[src/include/blkwr_defs.vh]
/*
  Constants for the block-write command engine: register byte offsets,
  field positions, command codes, reset values and sector geometry.
  Assumes a 32-bit APB bus whose registers sit one to an aligned word.
*/
// Operation
// - opcode C5h starts the 28-bit block write
// - opcode 39h starts the 48-bit extended block write
// - accept sectors of host data, then commit each to the media
// - one interrupt per block of the configured multiple count
// - each data register access moves one 16-bit word
// - 28-bit sector count zero means 256 sectors
// - extended count is previous:current bytes, zero means 65536
// - logical mode: sector number holds address bits 7:0
// - logical mode: cylinder low 15:8, cylinder high 23:16
// - logical mode: head bits hold address bits 27:24
// - geometry mode: sector, cylinder and head from their fields
// - on completion sector count shows sectors not written
// - on completion address registers show last sector written
// - extended address spread over current and previous bytes
// - extended error address readable low or high by select bit
// - an uncorrectable sector stops the write there
`ifndef BLKWR_DEFS_VH
`define BLKWR_DEFS_VH

// ----------------------------------------------------------------------------
// register byte offsets
// ----------------------------------------------------------------------------
`define OFS_DATA         8'h00
`define OFS_FEATURE_ERR  8'h04
`define OFS_SECT_COUNT   8'h08
`define OFS_SECT_NUMBER  8'h0C
`define OFS_CYL_LOW      8'h10
`define OFS_CYL_HIGH     8'h14
`define OFS_DEVICE_HEAD  8'h18
`define OFS_CMD_STATUS   8'h1C
`define OFS_DEV_CONTROL  8'h20
`define OFS_MULT_COUNT   8'h24
`define OFS_IRQ_STATUS   8'h28
`define OFS_IRQ_MASK     8'h2C

// ----------------------------------------------------------------------------
// command codes and fields
// ----------------------------------------------------------------------------
`define CMD_BLOCK_WRITE      8'hC5
`define CMD_BLOCK_WRITE_EXT  8'h39
`define DH_LBA_BIT           6
`define CTL_HI_SEL_BIT       7
`define ST_BSY 7
`define ST_RDY 6
`define ST_DRQ 3
`define ST_ERR 0
`define IRQ_BLOCK 0
`define IRQ_DONE  1
`define IRQ_FAIL  2
`define IRQ_WIDTH 3

// ----------------------------------------------------------------------------
// counts and reset values
// ----------------------------------------------------------------------------
`define COUNT28_ZERO     17'h00100
`define COUNT48_ZERO     17'h10000
`define LAST_WORD        8'hFF
`define SECTORS_PER_TRK  8'h3F
`define LAST_HEAD        4'hF
`define MULT_RESET       8'h10
`define DH_RESET         8'hA0

`endif

[src/rtl/taskfile_byte_pair.v]
/*
  One task-file byte with its previous (high order) copy.
  Assumes the core only loads it while the host cannot write it.
*/
`timescale 1ns/1ps
`default_nettype none
`include "blkwr_defs.vh"

module taskfile_byte_pair (
  input  wire       clk_in,
  input  wire       rst_in,
  input  wire       ce_in,
  input  wire       wr_in,
  input  wire [7:0] wdata_in,
  input  wire       load_in,
  input  wire [7:0] load_cur_in,
  input  wire [7:0] load_prev_in,
  input  wire       sel_in,
  output reg  [7:0] cur_out,
  output reg  [7:0] prev_out,
  output wire [7:0] rd_out
);

  // a host write pushes the old byte into the previous slot
  always @(posedge clk_in) begin
    if (rst_in) begin
      cur_out  <= 8'h00;
      prev_out <= 8'h00;
    end else if (ce_in) begin
      if (load_in) begin
        cur_out  <= load_cur_in;
        prev_out <= load_prev_in;
      end else if (wr_in) begin
        prev_out <= cur_out;
        cur_out  <= wdata_in;
      end
    end
  end

  assign rd_out = sel_in ? prev_out : cur_out;

endmodule // taskfile_byte_pair
`default_nettype wire

[src/rtl/sticky_irq.v]
/*
  Sticky event flags, write-one-to-clear, with a mask onto one level line.
  Assumes event inputs are one-cycle pulses on the same clock.
*/
`timescale 1ns/1ps
`default_nettype none
`include "blkwr_defs.vh"

module sticky_irq (
  input  wire                  clk_in,
  input  wire                  rst_in,
  input  wire                  ce_in,
  input  wire [`IRQ_WIDTH-1:0] set_in,
  input  wire                  clr_wr_in,
  input  wire                  mask_wr_in,
  input  wire [`IRQ_WIDTH-1:0] wdata_in,
  output reg  [`IRQ_WIDTH-1:0] status_out,
  output reg  [`IRQ_WIDTH-1:0] mask_out,
  output reg                   irq_out
);

  wire [`IRQ_WIDTH-1:0] clr_bits;
  wire [`IRQ_WIDTH-1:0] next_status;

  // set wins over a clear landing in the same cycle
  assign clr_bits    = clr_wr_in ? wdata_in : {`IRQ_WIDTH{1'b0}};
  assign next_status = (status_out & ~clr_bits) | set_in;

  // line is registered so the top output comes from a flop
  always @(posedge clk_in) begin
    if (rst_in) begin
      status_out <= {`IRQ_WIDTH{1'b0}};
      mask_out   <= {`IRQ_WIDTH{1'b0}};
      irq_out    <= 1'b0;
    end else if (ce_in) begin
      status_out <= next_status;
      if (mask_wr_in) begin
        mask_out <= wdata_in;
      end
      irq_out <= |(next_status & (mask_wr_in ? wdata_in : mask_out));
    end
  end

endmodule // sticky_irq
`default_nettype wire

[src/rtl/block_write_engine.v]
/*
  Block-write command engine: APB task-file registers, word intake,
  per-sector media commit and ending status for the 28-bit and 48-bit
  block write commands.
  Assumes the media port answers each commit with one done pulse, and
  that all inputs other than the APB and media signals are same-clock.
*/
// Local design decisions: the address map and the APB slave port.
`timescale 1ns/1ps
`default_nettype none
`include "blkwr_defs.vh"

module block_write_engine (
  input  wire        CORE_CLK_IN,
  input  wire        RST_IN,
  input  wire        CE_IN,
  input  wire        PSEL_IN,
  input  wire        PENABLE_IN,
  input  wire        PWRITE_IN,
  input  wire [7:0]  PADDR_IN,
  input  wire [31:0] PWDATA_IN,
  output reg  [31:0] PRDATA_OUT,
  output reg         PREADY_OUT,
  output reg         PSLVERR_OUT,
  output wire        INTRQ_OUT,
  output reg  [15:0] MEDIA_WORD_OUT,
  output reg         MEDIA_WORD_VALID_OUT,
  output reg         MEDIA_COMMIT_OUT,
  output reg  [47:0] MEDIA_ADDR_OUT,
  output reg         MEDIA_LBA_MODE_OUT,
  input  wire        MEDIA_DONE_IN,
  input  wire        MEDIA_FAIL_IN
);

  // ----------------------------------------------------------------------------
  // states
  // ----------------------------------------------------------------------------
  localparam [2:0] S_IDLE   = 3'h0;
  localparam [2:0] S_XFER   = 3'h1;
  localparam [2:0] S_COMMIT = 3'h2;
  localparam [2:0] S_WAIT   = 3'h3;
  localparam [2:0] S_DONE   = 3'h4;

  reg  [2:0]  state;
  reg  [7:0]  feature;
  reg  [7:0]  device_head;
  reg  [7:0]  dev_control;
  reg  [7:0]  mult_count;
  reg         ext_cmd;
  reg         lba_mode;
  reg  [16:0] remain;
  reg  [47:0] addr;
  reg  [47:0] last_addr;
  reg  [7:0]  words;
  reg  [7:0]  blk_secs;
  reg         sector_not_found_flag;
  reg         command_aborted_flag;
  reg         err_bit;
  reg         ev_block;
  reg         ev_done;
  reg         ev_fail;
  reg  [31:0] next_rdata;
  reg         next_slverr;

  wire [7:0]  sc_cur;
  wire [7:0]  sc_prev;
  wire [7:0]  sn_cur;
  wire [7:0]  sn_prev;
  wire [7:0]  cl_cur;
  wire [7:0]  cl_prev;
  wire [7:0]  ch_cur;
  wire [7:0]  ch_prev;
  wire [7:0]  sc_rd;
  wire [7:0]  sn_rd;
  wire [7:0]  cl_rd;
  wire [7:0]  ch_rd;
  wire [`IRQ_WIDTH-1:0] irq_status;
  wire [`IRQ_WIDTH-1:0] irq_mask;

  // ----------------------------------------------------------------------------
  // apb slave: one wait state so read data and ready come from flops
  // ----------------------------------------------------------------------------
  wire access  = PSEL_IN & PENABLE_IN & ~PREADY_OUT;
  wire fire    = PSEL_IN & PENABLE_IN & PREADY_OUT;
  wire wr_fire = fire & PWRITE_IN;
  wire rd_fire = fire & ~PWRITE_IN;
  wire idle    = (state == S_IDLE);
  wire high_byte_readback_select = dev_control[`CTL_HI_SEL_BIT];

  // task-file writes are only honoured while no command runs, except data writes, only in S_XFER, and device control and interrupt writes, at any time
  wire wr_sc   = wr_fire & idle & (PADDR_IN == `OFS_SECT_COUNT);
  wire wr_sn   = wr_fire & idle & (PADDR_IN == `OFS_SECT_NUMBER);
  wire wr_cl   = wr_fire & idle & (PADDR_IN == `OFS_CYL_LOW);
  wire wr_ch   = wr_fire & idle & (PADDR_IN == `OFS_CYL_HIGH);
  wire wr_cmd  = wr_fire & idle & (PADDR_IN == `OFS_CMD_STATUS);
  wire wr_data = wr_fire & (state == S_XFER) & (PADDR_IN == `OFS_DATA);

  wire [7:0] status_byte;
  wire [7:0] error_byte;

  assign status_byte = {~idle, 1'b1, 1'b0, 1'b1, (state == S_XFER), 1'b0, 1'b0, err_bit};
  assign error_byte  = {3'b000, sector_not_found_flag, 1'b0, command_aborted_flag, 2'b00};

  // read mux; unmapped offsets answer zero with an error flag
  always @* begin
    next_rdata  = 32'h00000000;
    next_slverr = 1'b0;
    case (PADDR_IN)
      `OFS_DATA:        next_rdata = 32'h00000000;
      `OFS_FEATURE_ERR: next_rdata = {24'h000000, error_byte};
      `OFS_SECT_COUNT:  next_rdata = {24'h000000, sc_rd};
      `OFS_SECT_NUMBER: next_rdata = {24'h000000, sn_rd};
      `OFS_CYL_LOW:     next_rdata = {24'h000000, cl_rd};
      `OFS_CYL_HIGH:    next_rdata = {24'h000000, ch_rd};
      `OFS_DEVICE_HEAD: next_rdata = {24'h000000, device_head};
      `OFS_CMD_STATUS:  next_rdata = {24'h000000, status_byte};
      `OFS_DEV_CONTROL: next_rdata = {24'h000000, dev_control};
      `OFS_MULT_COUNT:  next_rdata = {24'h000000, mult_count};
      `OFS_IRQ_STATUS:  next_rdata = {29'h00000000, irq_status};
      `OFS_IRQ_MASK:    next_rdata = {29'h00000000, irq_mask};
      default:          next_slverr = 1'b1;
    endcase
  end

  // ready rises for exactly one cycle, one edge after the access phase opens
  always @(posedge CORE_CLK_IN) begin
    if (RST_IN) begin
      PREADY_OUT  <= 1'b0;
      PSLVERR_OUT <= 1'b0;
      PRDATA_OUT  <= 32'h00000000;
    end else if (CE_IN) begin
      PREADY_OUT  <= access;
      PSLVERR_OUT <= access & next_slverr;
      if (access) begin
        PRDATA_OUT <= PWRITE_IN ? 32'h00000000 : next_rdata;
      end
    end
  end

  // ----------------------------------------------------------------------------
  // plain control registers
  // ----------------------------------------------------------------------------
  always @(posedge CORE_CLK_IN) begin
    if (RST_IN) begin
      feature     <= 8'h00;
      device_head <= `DH_RESET;
      dev_control <= 8'h00;
      mult_count  <= `MULT_RESET;
    end else if (CE_IN) begin
      if (wr_fire & idle & (PADDR_IN == `OFS_FEATURE_ERR)) begin
        feature <= PWDATA_IN[7:0];
      end
      if (wr_fire & idle & (PADDR_IN == `OFS_DEVICE_HEAD)) begin
        device_head <= PWDATA_IN[7:0];
      end else if (state == S_DONE && !ext_cmd) begin
        device_head <= {device_head[7:4], last_addr[27:24]};
      end
      if (wr_fire & (PADDR_IN == `OFS_DEV_CONTROL)) begin
        dev_control <= PWDATA_IN[7:0];
      end
      if (wr_fire & idle & (PADDR_IN == `OFS_MULT_COUNT)) begin
        mult_count <= PWDATA_IN[7:0];
      end
    end
  end

  // ----------------------------------------------------------------------------
  // start address and count decode
  // ----------------------------------------------------------------------------
  wire [15:0] count16 = {sc_prev, sc_cur};
  wire [16:0] count28 = (sc_cur == 8'h00) ? `COUNT28_ZERO : {9'h000, sc_cur};
  wire [16:0] count48 = (count16 == 16'h0000) ? `COUNT48_ZERO : {1'b0, count16};
  // 28-bit start, same packing for geometry fields
  wire [47:0] start28 = {20'h00000, device_head[3:0], ch_cur, cl_cur, sn_cur};
  // 48-bit start from both byte halves
  wire [47:0] start48 = {ch_prev, cl_prev, sn_prev, ch_cur, cl_cur, sn_cur};

  // geometry stepping: sector 1..max, then head, then cylinder
  function [47:0] step_addr;
    input [47:0] a;
    input        lba;
    begin
      step_addr = a + 48'h000000000001;
      if (!lba) begin
        if (a[7:0] != `SECTORS_PER_TRK) begin
          step_addr = {a[47:8], a[7:0] + 8'h01};
        end else if (a[27:24] != `LAST_HEAD) begin
          step_addr = {a[47:28], a[27:24] + 4'h1, a[23:8], 8'h01};
        end else begin
          step_addr = {a[47:28], 4'h0, a[23:8] + 16'h0001, 8'h01};
        end
      end
    end
  endfunction

  wire [7:0] next_blk = blk_secs + 8'h01;

  // ----------------------------------------------------------------------------
  // command state machine
  // ----------------------------------------------------------------------------
  always @(posedge CORE_CLK_IN) begin
    if (RST_IN) begin
      state                <= S_IDLE;
      ext_cmd              <= 1'b0;
      lba_mode             <= 1'b0;
      remain               <= 17'h00000;
      addr                 <= 48'h000000000000;
      last_addr            <= 48'h000000000000;
      words                <= 8'h00;
      blk_secs             <= 8'h00;
      sector_not_found_flag <= 1'b0;
      command_aborted_flag <= 1'b0;
      err_bit              <= 1'b0;
      ev_block             <= 1'b0;
      ev_done              <= 1'b0;
      ev_fail              <= 1'b0;
      MEDIA_WORD_OUT       <= 16'h0000;
      MEDIA_WORD_VALID_OUT <= 1'b0;
      MEDIA_COMMIT_OUT     <= 1'b0;
      MEDIA_ADDR_OUT       <= 48'h000000000000;
      MEDIA_LBA_MODE_OUT   <= 1'b0;
    end else if (CE_IN) begin
      MEDIA_WORD_VALID_OUT <= 1'b0;
      MEDIA_COMMIT_OUT     <= 1'b0;
      ev_block             <= 1'b0;
      ev_done              <= 1'b0;
      ev_fail              <= 1'b0;
      case (state)
        S_IDLE: begin
          if (wr_cmd) begin
            sector_not_found_flag <= 1'b0;
            command_aborted_flag <= 1'b0;
            err_bit <= 1'b0;
            if ((PWDATA_IN[7:0] == `CMD_BLOCK_WRITE ||
                 PWDATA_IN[7:0] == `CMD_BLOCK_WRITE_EXT) && mult_count != 8'h00) begin
              ext_cmd  <= (PWDATA_IN[7:0] == `CMD_BLOCK_WRITE_EXT);
              lba_mode <= (PWDATA_IN[7:0] == `CMD_BLOCK_WRITE_EXT) |
                          device_head[`DH_LBA_BIT];
              remain   <= (PWDATA_IN[7:0] == `CMD_BLOCK_WRITE_EXT) ? count48 : count28;
              addr     <= (PWDATA_IN[7:0] == `CMD_BLOCK_WRITE_EXT) ? start48 : start28;
              words    <= 8'h00;
              blk_secs <= 8'h00;
              state    <= S_XFER;
            end else begin
              // unknown opcode or no block size set
              command_aborted_flag <= 1'b1;
              err_bit <= 1'b1;
              ev_done <= 1'b1;
              ev_fail <= 1'b1;
            end
          end
        end
        S_XFER: begin
          // forward each word to the media
          if (wr_data) begin
            MEDIA_WORD_OUT       <= PWDATA_IN[15:0];
            MEDIA_WORD_VALID_OUT <= 1'b1;
            words                <= words + 8'h01;
            if (words == `LAST_WORD) begin
              state <= S_COMMIT;
            end
          end
        end
        S_COMMIT: begin
          MEDIA_COMMIT_OUT   <= 1'b1;
          MEDIA_ADDR_OUT     <= addr;
          MEDIA_LBA_MODE_OUT <= lba_mode;
          state              <= S_WAIT;
        end
        S_WAIT: begin
          if (MEDIA_DONE_IN) begin
            last_addr <= addr;
            if (MEDIA_FAIL_IN) begin
              sector_not_found_flag <= 1'b1;
              err_bit <= 1'b1;
              ev_fail <= 1'b1;
              state   <= S_DONE;
            end else begin
              remain <= remain - 17'h00001;
              addr   <= step_addr(addr, lba_mode);
              if (remain == 17'h00001) begin
                state <= S_DONE;
              end else if (next_blk == mult_count) begin
                blk_secs <= 8'h00;
                ev_block <= 1'b1;
                state    <= S_XFER;
              end else begin
                blk_secs <= next_blk;
                state    <= S_XFER;
              end
            end
          end
        end
        S_DONE: begin
          // registers loaded here; raise the ending interrupt
          ev_done <= 1'b1;
          state   <= S_IDLE;
        end
        default: begin
          state <= S_IDLE;
        end
      endcase
    end
  end

  // ----------------------------------------------------------------------------
  // task-file byte pairs, loaded with the ending values
  // ----------------------------------------------------------------------------
  wire load_end = CE_IN & (state == S_DONE);

  taskfile_byte_pair u_sect_count (
    .clk_in       (CORE_CLK_IN),
    .rst_in       (RST_IN),
    .ce_in        (CE_IN),
    .wr_in        (wr_sc),
    .wdata_in     (PWDATA_IN[7:0]),
    .load_in      (load_end),
    .load_cur_in  (remain[7:0]),
    .load_prev_in (remain[15:8]),
    .sel_in       (high_byte_readback_select),
    .cur_out      (sc_cur),
    .prev_out     (sc_prev),
    .rd_out       (sc_rd)
  );

  // ending address, split over current and previous bytes
  taskfile_byte_pair u_sect_number (
    .clk_in       (CORE_CLK_IN),
    .rst_in       (RST_IN),
    .ce_in        (CE_IN),
    .wr_in        (wr_sn),
    .wdata_in     (PWDATA_IN[7:0]),
    .load_in      (load_end),
    .load_cur_in  (last_addr[7:0]),
    .load_prev_in (last_addr[31:24]),
    .sel_in       (high_byte_readback_select),
    .cur_out      (sn_cur),
    .prev_out     (sn_prev),
    .rd_out       (sn_rd)
  );

  taskfile_byte_pair u_cyl_low (
    .clk_in       (CORE_CLK_IN),
    .rst_in       (RST_IN),
    .ce_in        (CE_IN),
    .wr_in        (wr_cl),
    .wdata_in     (PWDATA_IN[7:0]),
    .load_in      (load_end),
    .load_cur_in  (last_addr[15:8]),
    .load_prev_in (last_addr[39:32]),
    .sel_in       (high_byte_readback_select),
    .cur_out      (cl_cur),
    .prev_out     (cl_prev),
    .rd_out       (cl_rd)
  );

  taskfile_byte_pair u_cyl_high (
    .clk_in       (CORE_CLK_IN),
    .rst_in       (RST_IN),
    .ce_in        (CE_IN),
    .wr_in        (wr_ch),
    .wdata_in     (PWDATA_IN[7:0]),
    .load_in      (load_end),
    .load_cur_in  (last_addr[23:16]),
    .load_prev_in (last_addr[47:40]),
    .sel_in       (high_byte_readback_select),
    .cur_out      (ch_cur),
    .prev_out     (ch_prev),
    .rd_out       (ch_rd)
  );

  // ----------------------------------------------------------------------------
  // interrupt flags: block request, completion, failure
  // ----------------------------------------------------------------------------
  sticky_irq u_irq (
    .clk_in     (CORE_CLK_IN),
    .rst_in     (RST_IN),
    .ce_in      (CE_IN),
    .set_in     ({ev_fail, ev_done, ev_block}),
    .clr_wr_in  (wr_fire & (PADDR_IN == `OFS_IRQ_STATUS)),
    .mask_wr_in (wr_fire & (PADDR_IN == `OFS_IRQ_MASK)),
    .wdata_in   (PWDATA_IN[`IRQ_WIDTH-1:0]),
    .status_out (irq_status),
    .mask_out   (irq_mask),
    .irq_out    (INTRQ_OUT)
  );

endmodule // block_write_engine
`default_nettype wire

[config.mk]
export PLATFORM = sky130hd
export DESIGN_NAME = block_write_engine
export DESIGN_NICKNAME = d
export VERILOG_FILES = /design/src/rtl/taskfile_byte_pair.v /design/src/rtl/sticky_irq.v /design/src/rtl/block_write_engine.v
export VERILOG_INCLUDE_DIRS = /design/src /design/src/include
export SDC_FILE = /design/constraint.sdc
export NUM_CORES = 1
export LEC_CHECK = 0
export BUFFER_PORTS_ARGS = -buffer_cell sky130_fd_sc_hd__buf_4
export CAP_MARGIN = 20
export CORE_UTILIZATION = 35
export CTS_BUF_LIST = sky130_fd_sc_hd__clkbuf_4
export DETAILED_ROUTE_END_ITERATION = 7
export PLACE_DENSITY_LB_ADDON = 0.12
export SKIP_LAST_GASP = 1
export SYNTH_ARGS = -nofsm -noshare
export SYNTH_HDL_FRONTEND = slang
export SYNTH_SLANG_ARGS = --single-unit
[constraint.sdc]
create_clock -name CORE_CLK_IN -period 7.4 [get_ports CORE_CLK_IN]
set_input_delay 1.11 -clock CORE_CLK_IN [delete_from_list [all_inputs] [get_ports CORE_CLK_IN]]
set_output_delay 1.11 -clock CORE_CLK_IN [all_outputs]
set_load 0.03 [all_outputs]
-- After elaboration in Yosys (flattened, before gate mapping)
Index checks and enable logic that the tools add are counted.
- $add $sub $neg: 7
- equal/unequal tests: 33
- muxes and demuxes: 81
- bitwise logic cells: 26
- reduce and logical (&&, ||, !) cells: 40
- operators by type and width (cell ; count):
    $mux 48 ; 6
    $mux 8 ; 28
    $mux 17 ; 6
    $pmux 48 s2 ; 1
    $pmux 8 s11 ; 1
    $mux 28 ; 2
    $add 48x1->48 const B ; 1
    $eq 8x6->1 const B ; 5
    $pmux 17 s2 ; 1
    $eq 8x5->1 const B ; 4
    $mux 32 ; 1
    $pmux 8 s2 ; 2
    $mux 3 ; 9
    $add 8x1->8 const B ; 3
    $reduce_and 7->1 ; 3
    $reduce_and 2->1 ; 10
    $and 1x1->1 ; 19
    $eq 17x1->1 const B ; 1
    $mux 1 ; 17
    $sub 17x1->17 const B ; 1
    $add 16x1->16 const B ; 1
    $eq 8x4->1 const B ; 2
    $eq 8x8->1 const B ; 2
    $logic_not 16->1 ; 1
    other kinds (34) ; 60
- flip-flop bits (word level): 336
- input bits: 48
- output and inout port bits: 102
- word-level logic and storage cells: 227

-- Longest topological paths before layout
Gate-level depths: netlist of the first run.
- depth in word-level cells: 10
- gate-level depth with buffers: 9
- mapped depth without buffers: 7

-- Modules after synthesis
A second synthesis of the first run with hierarchy kept.
- cell total of the unflattened synthesis: 1996
- area, all modules: 16554.6 sq um
- modules (own cells, without submodules) (module ; times used ; cells an instance ; area each (sq um) ; seq. area each (sq um)):
    block_write_engine ; 1 ; 1632 ; 12331.8 ; 4824.6
    taskfile_byte_pair ; 4 ; 81 ; 970.9 ; 320.3
    sticky_irq ; 1 ; 40 ; 339.1 ; 140.1

-- Worst setup path after synthesis of the first run
OpenSTA, ideal clock, no wires.
- path kind: in2reg
- start: input port PADDR_IN[1]
- end: register device_head[0]
- setup time: 86 ps
- arrival: 3230 ps
- required time: 7314 ps
- setup slack: 4085 ps
- stages on the path: 7
- path buffers: 1
- path through: clkbuf_1 > nor3b_1 > nand3_1 > nor4_1 > o21bai_1 > nor2_1 > a211oi_1
- cells in the longest elaborated chain, start to end: 4
- elaborated cells between the ends (all ways): 5
- those cells by class: eq/ne (1); mux (1); bitwise (1); reduce/logical (2)
- RTL lines (item ; line ; RTL):
    from (decl) ; block_write_engine.v:20 ; input wire [7:0] PADDR_IN,
    $eq 8x5->1 (*) ; n/a ;
    $and 1x1->1 (*) ; block_write_engine.v:153 ; if (wr_fire & idle & (PADDR_IN == `OFS_DEVICE_HEAD)) begin
    $reduce_bool 2->1 (no source line) ; n/a ;
    $reduce_and 2->1 (no source line) ; n/a ;
    to (signal assigned) ; block_write_engine.v:146 ; device_head <= `DH_RESET;
    to (signal assigned) ; block_write_engine.v:154 ; device_head <= PWDATA_IN[7:0];
    to (signal assigned) ; block_write_engine.v:156 ; device_head <= {device_head[7:4], last_addr[27:24]};
    to (decl) ; block_write_engine.v:46 ; reg [7:0] device_head;
Mark *: on every way between the ends. The rest lies on a longest branch, timed or not. The select of a mux whose other input is x is not followed.
A chain may end at the register's enable or synchronous reset.

-- Worst setup path after layout of the first run
- start: register addr[1]
- end: register addr[23]
- cells in the longest elaborated chain, start to end: 5
- elaborated cells between the ends (all ways): 8
- those cells by class: add/sub (1); eq/ne (2); mux (4); reduce/logical (1)
- RTL lines (item ; line ; RTL):
    from (decl) ; block_write_engine.v:52 ; reg [47:0] addr;
    from (signal assigned) ; block_write_engine.v:240 ; addr <= (PWDATA_IN[7:0] == `CMD_BLOCK_WRITE_EXT) ? start48 : start28;
    from (signal assigned) ; block_write_engine.v:280 ; addr <= step_addr(addr, lba_mode);
    $add 48x1->48 ; block_write_engine.v:183 ; step_addr = a + 48'h000000000001;
    $mux 48 ; block_write_engine.v:184 ; if (!lba) begin
    $mux 48 ; block_write_engine.v:273 ; if (MEDIA_FAIL_IN) begin
    $mux 48 ; block_write_engine.v:271 ; if (MEDIA_DONE_IN) begin
    $pmux 48 s2 ; block_write_engine.v:228 ; case (state)
Parallel ways exist; a longest one is shown, timed or not. The select of a mux whose other input is x is not followed.

==> out/qor.yml, run 1 <==
status:
  status: "finished clean"
synth:
  muxShareOfSynthArea: 0.0516
  async_flop_share: 0
  ys_top_cells_by_count: "nand2_1, dfxtp_1, a21oi_1"
  syn_inst: 2075
  synth.avg_cell_area_sq_um: 7.70
  ys_types: 87
  synth-seq-cells: 312
  yosysWarnings: 0
  synth_most_common_cell: "nand2_1"
  synth-edff-count: 0
  synth_area_leader_cell: "dfxtp_1"
  synth_compound_area_frac: 0.219
  synth_top_family_by_area: "simple AND/OR/NAND/NOR gates"
  netlist_area_sq_mm: 0.0160
  synth_simple_gate_area_share: 0.255
  synthFlopType: "dfxtp_1"
  synth-xor-area-share: 0.0115
  yosysSeqAreaShare: 0.391
  synth_area_leaders: "dfxtp_1, nand2_1, a21oi_1"
  synth.top_cell.area_share: 0.391
  synthAdderAreaFrac: 0.00548
drt:
  drtIter0Drc: 1236
  wl_met2_mm: 27.9
  routedWlPerCell_um: 21.8
  wl_met3_mm: 4.00
  postRouteAntennaNets: 0
  post-route-drc-count: 0
  routed_via_density: 5.75
  dr.pass1.iters: 5
  wl_mm: 60.8
  top_layer: "met4"
  wl_met1_mm: 27.4
  dr_total_vias: 16100
setup_path:
  startpoint: "addr[1]$_SDFFE_PP0P_"
  path_delay_family: "simple AND/OR/NAND/NOR gates"
  cp.required_ps: 8170
  cp_slowest_cell: "nor4_1"
  setup.worst_path.class: "flip-flop to flip-flop"
  end_kind: "flip-flop"
  cpMostUsedCell: "nor2_1"
  cp_cell_sequence: "ha_1 -> nand3_1 -> nor4_1 -> nor2_1 -> nor2_1 -> o21ai_0 -> a311oi_1"
  critPathMaxFanout: 11
  arrival_ps: 4150
  worst_setup_path_start_kind: "flip-flop"
  max_stage_delay_ps: 920
  r2r-start: "addr[1]$_SDFFE_PP0P_"
  path_buf_inv: 0
cts:
  root_buffer: "clkbuf_4"
  cts_resized: 0
  cts_tree: "done"
  cts_buffer_depth: 3
  post_cts_buffers: 0
  clock_latency_ps: 880
  htreeDepth: 3
  clock_sink_count: 312
  numCtsBuffers: 93
  worst_setup_hold_path_clk_slew_ps: 70
  cts_hold_buf: 0
sta:
  fmax_mhz: 296
  layout_setup_ws_ps: 4030
  slew_violations: 0
  holdWs_ps: 447
  hold_viol: 0
  fin_crit_sh: 0.456
  timing.max_slew.rel_slack: 0.317
  setup_tns_ps: 0
  setup-violations-final: 0
  rsz0062_at_grt: "false"
  skew_ps: 62.8
  tightest_slew_ps: 1020
  period_minus_slack_ps: 3370
min_path:
  min-delay-start: "last_addr[32]$_SDFFE_PP0P_"
  hold_path.class: "flip-flop to flip-flop"
floorplanning:
  fp.dieH_um: 216
  start_util: 0.358
  die_x_um: 216
  fp.dieArea_sq_mm: 0.0465
  ioPinCount: 150
  rows: 77
  core-area_sq_mm: 0.0446
power_and_ir_drop:
  p_int_w: 0.00255
  ir_worst_vdd_uv: 138
  comb_power_share: 0.036
  seq_power_share: 0.486
  p_sw_w: 0.000905
  power_density_mw_per_mm2: 191
  clockPowerShare: 0.478
  p_leak_nw: 6.37
  swShare: 0.262
global_routing:
  grt_pass1_wl_mm: 93.1
  gr-total-overflow: 0
  grt_pass1_vias: 15100
  antenna_found_initial: 3
  grt.total_usage: 0.257
  grt_max_degree: 105
flow_run:
  cap_violations: 0
finish:
  finalNetCount: 2192
  design_area_sq_mm: 0.0181
  drive_above_1_share: 0.149
  final_cells: 2794
  syn_to_final_growth_pct: 13.6
placement:
  placed_cells: 2630
  dp_hpwl_mm: 40.1
  port_buffers: 109
  dpl_cell_area_sq_mm: 0.0170
  place_worst_setup_slack_ps: 3120
  gp_congestion: 0.914
cells in the final DEF, fill, tap and decap left out, types with 8 or more instances in the layout:
cell      synthesis  final
nor2b_1           9      9
a21oi_1         215    215
nor4_1           18     18
xnor2_1          16     16
a22oi_1          17     17
clkinv_1          2     18
nor2_1          203    203
dfxtp_1         312    312
nor3_1           28     25
a31oi_1          15     15
nand3b_1          9      9
or4_1            12     12
and4_1            8      8
a21o_1            9      9
o21ai_0          90     90
nand2_1         383    383
conb_1            1     24
a221oi_1          9      9
a311oi_1         55     55
and3_1           16     15
nand2b_1         10     10
and2_1           10     10
mux2i_1          70     70
o32ai_1          12     12
nand4_1          28     28
or3_1             8      8
a211oi_1         35     35
o31ai_1          10     10
nand3_1         110    108
inv_1            20     20
buf_4            24    143
clkbuf_4          0    131
final cells by class:
type	count	area (sq um)
fill	4689	26500
multi-input combinational	1560	8790
sequential	312	6250
timing repair buffer	148	1140
clock buffer	131	983
tap	592	741
clock inverter	26	146
inverter	22	82.6
antenna	3	7.51
registers in the layout (all words and copies together) (netlist names), 16 cells and up:
register        flops
MEDIA_ADDR_OUT     48
last_addr          48
MEDIA_WORD_OUT     16
remain             17
addr               48
worst reg2reg max path, cell delays in order (launching register included):
cell and delay [ps]:
dfxtp_1 480, ha_1 310, nand3_1 400, nor4_1 920, nor2_1 240, nor2_1 400
o21ai_0 270, a311oi_1 300
routing by layer:
layer,global-route usage,vias to the layer above
met5,0,-
met4,0.0868,0
met3,0.0524,108
met2,0.407,576
met1,0.347,7798
li1,-,7577
worst paths after layout:
path                                                      endpoint  slack (ps)  depth (start not counted)
worst max-delay path                         addr[23]$_SDFFE_PP0P_        4030                          7
worst min-delay path            u_cyl_low.prev_out[0]$_SDFFE_PP0P_         450                          2
worst max register to register               addr[23]$_SDFFE_PP0P_        4030                          7
worst min register to register  u_cyl_low.prev_out[0]$_SDFFE_PP0P_         450                          2
power groups by stage:
stage / combinational (W) / sequential (W) / clock [W]
final: 0.000124 / 0.00168 / 0.00165
after global routing: 0.000129 / 0.00168 / 0.00179
after CTS: 0.000122 / 0.00168 / 0.00170
after detailed placement: 0.000122 / 0.00172 / 0
after global placement: 0.000122 / 0.00172 / 0
after floorplan: 0.0000808 / 0.00172 / 0
stage by stage:
stage / util / power (W)
floorplan: - / 0.00180
global placement: 0.380 / 0.00184
detailed placement: 0.380 / 0.00184
CTS: 0.405 / 0.00350
global route: 0.407 / 0.00360
finish: 0.407 / 0.00346
cells by family (layout without fill, tap and decap cells):
group                      count (synthesis)  count (layout)
other                                      1              27
xor gates and xnor gates                  21              21
DFF                                      312             312
AOI/OAI and AO/OA                        543             543
adders and majority gates                  7               7
and+or+nand+nor                          888             888
muxes                                     77              77
buffers and inverters                    226             327
(Power assumes the default switching activity.)
==> inputs of run 2 (changes only) <==
--- a/config.mk
+++ b/config.mk
@@ -6,6 +6,7 @@
 export SDC_FILE = /design/constraint.sdc
 export NUM_CORES = 1
 export LEC_CHECK = 0
+export ABC_AREA = 1
 export BUFFER_PORTS_ARGS = -buffer_cell sky130_fd_sc_hd__buf_4
 export CAP_MARGIN = 20
 export CORE_UTILIZATION = 35
==> constraint.sdc (replaced) <==
create_clock -name CORE_CLK_IN -period 3.2 [get_ports CORE_CLK_IN]
set_input_delay 0.48 -clock CORE_CLK_IN [delete_from_list [all_inputs] [get_ports CORE_CLK_IN]]
set_output_delay 0.48 -clock CORE_CLK_IN [all_outputs]
set_load 0.03 [all_outputs]
==> run 2 against run 1 <==
Against the previous run: clock skew increased by 4.3 ps; sequential power increased by 130%; critical path depth increased by 4; clock power increased by 130%; worst hold slack got worse by 400 ps.
==> out/qor.yml, run 2 <==
drt:
  postRouteAntennaNets: 0  # unchanged
  post-route-drc-count: 0  # unchanged
  routedWlPerCell_um: 18.8  # -14%
  wl_mm: 63.7  # +4.7%
  dr_total_vias: 17900  # +11%
  dr.pass1.iters: 6  # +1
  drtIter0Drc: 1373  # +11%
  routed_via_density: 5.29  # -8.0%
cts:
  clock_latency_ps: 860  # -20 ps
  clock_sink_count: 312  # unchanged
  root_buffer: "clkbuf_4"
  worst_setup_hold_path_clk_slew_ps: 70  # about the same
  htreeDepth: 3  # unchanged
  cts_tree: "done"
  cts_buffer_depth: 3  # unchanged
  numCtsBuffers: 91  # -2.2%
synth:
  ys_top_cells_by_count: "nand2_1, o21ai_0, dfxtp_1"
  synth_area_leaders: "dfxtp_1, nand2_1, o21ai_0"
  async_flop_share: 0  # unchanged
  synthFlopType: "dfxtp_1"
  synth-xor-area-share: 0.00796  # -0.00355
  synth_compound_area_frac: 0.208  # -0.0106
  yosysWarnings: 0  # unchanged
  synth_top_family_by_area: "simple AND/OR/NAND/NOR gates"
  yosysSeqAreaShare: 0.379  # -0.0123
  ys_types: 39  # -55%
  synth_most_common_cell: "nand2_1"
  synth-edff-count: 0  # unchanged
  synth_simple_gate_area_share: 0.300  # +0.0451
  synthAdderAreaFrac: 0.00531  # -0.000172
  synth_area_leader_cell: "dfxtp_1"
  syn_inst: 2567  # +24%
  synth-seq-cells: 312  # unchanged
  muxShareOfSynthArea: 0  # -0.0516
  synth.avg_cell_area_sq_um: 6.43  # -17%
  netlist_area_sq_mm: 0.0165  # +3.2%
  synth.top_cell.area_share: 0.379  # -0.0123
global_routing:
  gr-total-overflow: 0  # unchanged
  grt_max_degree: 89  # -15%
  grt_pass1_vias: 16700  # +11%
  grt.total_usage: 0.263  # +0.00608
  antenna_found_initial: 2  # -1
  grt_pass1_wl_mm: 97.3  # +4.5%
setup_path:
  reg2regPathDepth: 11  # +4
  worst_setup_path_start_kind: "flip-flop"
  arrival_ps: 3360  # -790 ps
  end_kind: "flip-flop"
  critPathMaxFanout: 20  # +9
  cp.required_ps: 3930  # -4240 ps
  setup.worst_path.class: "flip-flop to flip-flop"
finish:
  syn_to_final_growth_pct: 16.8
  reg_top3: "MEDIA_ADDR_OUT x48, addr x48, last_addr x48"
  layout_commonest_cell: "nand2_1"
  layout_common_cells: "nand2_1, o21ai_0, dfxtp_1"
  finalNetCount: 2764  # +26%
  fillCellCount: 5058  # +7.9%
  drive_above_1_share: 0.124  # -0.0251
placement:
  dp_hpwl_mm: 45.0  # +12%
  port_buffers: 109  # unchanged
  gp_congestion: 0.923  # +0.97%
power_and_ir_drop:
  p_leak_nw: 7.88  # +24%
  clockPowerShare: 0.476  # -0.002
  swShare: 0.255  # -0.00722
  comb_power_share: 0.038  # +0.002
  ir_worst_vdd_uv: 235  # +70%
  power.total_w: 0.00801  # +130%
  power_density_mw_per_mm2: 416  # +120%
  p_sw_w: 0.00204  # +130%
  p_int_w: 0.00597  # +130%
  seq_power_share: 0.486  # about the same
floorplanning:
  rows: 79  # +2.6%
  fp.dieH_um: 219  # +1.6%
  die_x_um: 219  # +1.6%
  ioPinCount: 150  # unchanged
  start_util: 0.354  # -0.00387
  fp.dieArea_sq_mm: 0.0480  # +3.2%
  core-area_sq_mm: 0.0466  # +4.4%
sta:
  period_minus_slack_ps: 2620  # -751 ps
  fmax_mhz: 381  # +29%
  slew_violations: 0  # unchanged
  rsz0062_at_grt: "false"
  tightest_slew_ps: 925  # -95.1 ps
  setup_tns_ps: 0  # unchanged
  timing.max_slew.rel_slack: 0.383  # +0.0659
  hold_viol: 0  # unchanged
  setup-violations-final: 0  # unchanged
  fin_crit_sh: 0.820  # +0.364
  skew_ps: 67.1  # +4.29 ps
status:
  status: "finished clean"
min_path:
  hold_path.class: "primary input to flip-flop"
  holdPathStages: 3  # +1
flow_run:
  cap_violations: 0  # unchanged
==> run 2: cell types whose count changed after synthesis, moves of 33 or more <==
cell | before | now
o21ai_0 | 90 | 331
inv_1 | 20 | 232
nand2_1 | 383 | 585
nor2_1 | 203 | 300
mux2i_1 | 70 | 0
a311oi_1 | 55 | 0
nand4_1 | 28 | 79
a31oi_1 | 15 | 63
clkbuf_1 | 147 | 102
a211oi_1 | 35 | 0
nand3_1 | 110 | 143
==> run 2: kinds of logic (layout without fill, tap and decap cells) <==
family	Yosys count	in the layout
xor+xnor	15	15
fa+ha+maj	7	7
buf+inv	404	581
other cells	1	32
flops	312	312
simple gates	1170	1170
compound gates	658	658
==> run 2: power groups by stage <==
stage	clock network (W)	registers [W]	logic, W
floorplan	0	0.00398	0.000183
global placement	0	0.00398	0.000282
detailed placement	0	0.00398	0.000283
CTS	0.00391	0.00389	0.000301
global route	0.00413	0.00389	0.000324
finish	0.00381	0.00389	0.000302
==> run 2: path summary, 6_finish.rpt <==
| check | startpoint | endpoint | slack [ps] |
|---|---|---|---|
| max reg2reg | addr[1]$_SDFFE_PP0P_ | addr[17]$_SDFFE_PP0P_ | 580 |
| max | addr[1]$_SDFFE_PP0P_ | addr[17]$_SDFFE_PP0P_ | 580 |
| min | MEDIA_FAIL_IN | err_bit$_SDFFE_PP0P_ | 50 |
| min reg2reg | MEDIA_ADDR_OUT[33]$_SDFFE_PP0P_ | MEDIA_ADDR_OUT[33]$_SDFFE_PP0P_ | 440 |
==> run 2: cell type report <==
cell class,instances,area [sq um],share of cell area
Multi-Input combinational cell,1874,8720,0.453
Timing Repair Buffer,187,1500,0.0777
Antenna cell,8,20.0,0.00104
Clock inverter,21,131,0.00682
Clock buffer,130,976,0.0506
Tap cell,607,759,0.0394
Sequential cell,312,6250,0.324
Inverter,243,917,0.0476
==> run 2: routing by layer <==
layer / vias to the layer above / global-route usage / share of wire
li1: 8812 / - / -
met1: 8333 / 0.352 / 0.45
met2: 601 / 0.424 / 0.46
met3: 146 / 0.0416 / 0.057
met4: 0 / 0.0988 / 0.033
met5: - / 0 / 0
==> run 2: worst max-delay path, stage by stage (launching register included) <==
cell and delay, ps:
dfxtp_1 440, ha_1 270, nand3_1 170, nor2_1 220, nand3_1 200, nor2_1 210, o21bai_1 100, nor2_2 320
buf_4 320, nand2_1 80, nor2_1 110, nor2_1 50
==> run 2: stage by stage <==
stage	hold slack [ps]	setup WS, ps	area, sq um	util	cells
2_1_floorplan	430	1210	16600	-	2590
3_3_place_gp	432	547	18000	0.386	3206
3_5_place_dp	436	541	18000	0.386	3206
4_1_cts	0.513	586	19200	0.413	3374
5_1_grt	34.8	355	19300	0.414	3380
6_report	51.0	576	19300	0.414	3382
==> run 2: what timing repair did <==
action,4_1_cts,5_1_grt
hold buffers,17,0
hold endpoints to repair,35,0
endpoints found under the setup margin,0,0
buffers inserted,0,0
gates resized for setup,0,0
==> inputs of run 3 (changes only) <==
==> constraint.sdc (replaced) <==
create_clock -name CORE_CLK_IN -period 2.35 [get_ports CORE_CLK_IN]
set_input_delay 0.3525 -clock CORE_CLK_IN [delete_from_list [all_inputs] [get_ports CORE_CLK_IN]]
set_output_delay 0.3525 -clock CORE_CLK_IN [all_outputs]
set_load 0.03 [all_outputs]
==> run 3 against run 2 <==
Against the previous run: maximum frequency up 18%; core utilization rose by 1.7 points; first-iteration DRC count up 1.5%; clock power increased by 38%; sequential share of layout area down 1.3 points; largest cell class unchanged; critical endpoint is now addr[14]$_SDFFE_PP0P_; via count is 1.5% higher.
==> out/qor.yml, run 3 (synthesized netlist as in run 2, its figures left out) <==
cts:
  clock_latency_ps: 870  # about the same
  numCtsBuffers: 92  # +1.1%
  root_buffer: "clkbuf_4"
  htreeDepth: 3  # unchanged
  cts_tree: "done"
  cts_buffer_depth: 3  # unchanged
  clock_sink_count: 312  # unchanged
  worst_setup_hold_path_clk_slew_ps: 70  # about the same
sta:
  fin_crit_sh: 0.944  # +0.124
  layout_setup_ws_ps: 133  # -443 ps
  skew_ps: 57.9  # -9.11 ps
  rsz0062_at_grt: "true"
  timing.max_slew.rel_slack: 0.484  # +0.101
  setup_tns_ps: 0  # unchanged
  setup-violations-final: 0  # unchanged
  slew_violations: 0  # unchanged
  fmax_mhz: 451  # +18%
  period_minus_slack_ps: 2220  # -407 ps
  tightest_slew_ps: 774  # -152 ps
  hold_viol: 0  # unchanged
setup_path:
  r2r-start: "addr[27]$_SDFFE_PP0P_"
  setup.worst_path.class: "flip-flop to flip-flop"
  r2r_slack_ps: 130  # -440 ps
  reg2reg_to: "addr[14]$_SDFFE_PP0P_"
  end_kind: "flip-flop"
  reg2regPathDepth: 12  # +1
  endpoint: "addr[14]$_SDFFE_PP0P_"
  cp.required_ps: 3150  # -780 ps
  arrival_ps: 3010  # -350 ps
  startpoint: "addr[27]$_SDFFE_PP0P_"
  worst_setup_path_start_kind: "flip-flop"
  critPathMaxFanout: 9  # -55%
finish:
  reg_top3: "MEDIA_ADDR_OUT x48, addr x48, last_addr x48"
  layout_commonest_cell: "nand2_1"
  layout_common_cells: "nand2_1, o21ai_0, dfxtp_1"
  fin_util: 0.431  # +0.0166
  drive_above_1_share: 0.149  # +0.0254
  finalNetCount: 2843  # +2.9%
  syn_to_final_growth_pct: 21.5
power_and_ir_drop:
  ir_worst_vdd_uv: 312  # +33%
  clockPowerShare: 0.477  # about the same
  swShare: 0.264  # +0.00942
  power_density_mw_per_mm2: 548  # +32%
  comb_power_share: 0.040  # +0.002
  p_leak_nw: 8.32  # +5.6%
  seq_power_share: 0.483  # -0.003
  p_sw_w: 0.00290  # +42%
  p_int_w: 0.00808  # +35%
drt:
  post-route-drc-count: 0  # unchanged
  dr_total_vias: 18200  # +1.5%
  routedWlPerCell_um: 18.4  # -2.4%
  dr.pass1.iters: 5  # -1
  postRouteAntennaNets: 0  # unchanged
  routed_via_density: 5.23  # -1.1%
  wl_mm: 63.8  # +0.25%
  drtIter0Drc: 1393  # +1.5%
status:
  status: "finished clean"
min_path:
  min-delay-start: "PENABLE_IN"
  hold_path.class: "primary input to flip-flop"
floorplanning:
  start_util: 0.354  # unchanged
  rows: 79  # unchanged
  core-area_sq_mm: 0.0466  # unchanged
  fp.dieArea_sq_mm: 0.0480  # unchanged
  ioPinCount: 150  # unchanged
  die_x_um: 219  # unchanged
  fp.dieH_um: 219  # unchanged
global_routing:
  grt_pass1_wl_mm: 97.8  # +0.54%
  gr-total-overflow: 0  # unchanged
  grt_max_degree: 86  # -3.4%
  grt_pass1_vias: 16900  # +1.2%
  antenna_found_initial: 2  # unchanged
  grt.total_usage: 0.266  # +0.00255
placement:
  place_worst_setup_slack_ps: 126  # -414 ps
  gp_congestion: 0.910  # -1.4%
  port_buffers: 109  # unchanged
  dp_hpwl_mm: 45.6  # +1.4%
flow_run:
  cap_violations: 0  # unchanged
[run 3: cell count changes in the layout (fill, tap and decap cells not counted), moves of 2 or more]
cell / change
clkinv_2: +6
dlygate4sd3_1: +5
clkinvlp_4: +3
diode_2: -3
nor2_2: +2
clkinv_1: +8
nor2_1: -2
buf_4: +63
buf_12: +10
[run 3: critical path, cell delays in order (launching register included)]
cell and delay, ps:
dfxtp_1 570, inv_1 230, nor2_1 190, buf_4 170, nand3_1 110, nor2_2 130, buf_4 210, a21oi_1 80
nand2_1 70, o21ai_0 160, nand2_1 100, nand2_1 50, nor2_1 80
[run 3: metrics by stage]
stage	std cells	power, W	hold WS [ps]	instance area, sq um
detailed placement	3277	0.00582	438	18600
CTS	3465	0.0111	53.7	20000
global placement	3277	0.00582	433	18600
finish	3472	0.0110	124	20000
floorplan	2590	0.00567	430	16600
global route	3472	0.0115	115	20000
[run 3: worst min path at each step]
| stage | end | slack (ps) | depth (start not counted) |
|---|---|---|---|
| 2_1_floorplan | err_bit$_SDFFE_PP0P_ | 430 | 2 |
| 3_3_place_gp | MEDIA_ADDR_OUT[13]$_SDFFE_PP0P_ | 430 | 2 |
| 3_5_place_dp | MEDIA_ADDR_OUT[10]$_SDFFE_PP0P_ | 440 | 2 |
| 4_1_cts | PRDATA_OUT[6]$_SDFFE_PP0P_ | 50 | 6 |
| 5_1_grt | command_aborted_flag$_SDFFE_PP0P_ | 110 | 6 |
| 6_report | PRDATA_OUT[6]$_SDFFE_PP0P_ | 120 | 6 |
[run 3: power by group through the flow]
| stage | logic [W] | clock network [W] | registers, W |
|---|---|---|---|
| floorplan | 0.000249 | 0 | 0.00542 |
| global placement | 0.000402 | 0 | 0.00542 |
| detailed placement | 0.000404 | 0 | 0.00542 |
| CTS | 0.000434 | 0.00541 | 0.00530 |
| global route | 0.000471 | 0.00569 | 0.00530 |
| finish | 0.000435 | 0.00524 | 0.00530 |
[run 3: per-layer routing]
metal	track usage	wire, um
met5	0	0
met4	0.0954	1870
met3	0.0444	3630
met2	0.436	29700
met1	0.350	28600
[run 3: repair_timing]
| action | 4_1_cts | 5_1_grt |
|---|---|---|
| resized for setup | 0 | 4 |
| setup endpoints to repair | 0 | 25 |
| buffers inserted | 0 | 2 |
| hold buffers | 22 | 0 |
| hold endpoints to repair | 84 | 0 |
[run 3: area by class of cell]
class	count	area, sq um
diodes	5	12.5
clock buffers	129	968
clock inverters	37	184
multi-input cells	1874	8740
repair buffers	265	2220
flip-flops and latches	312	6250
inverters	243	917
fillers	5049	26500
well taps	607	759
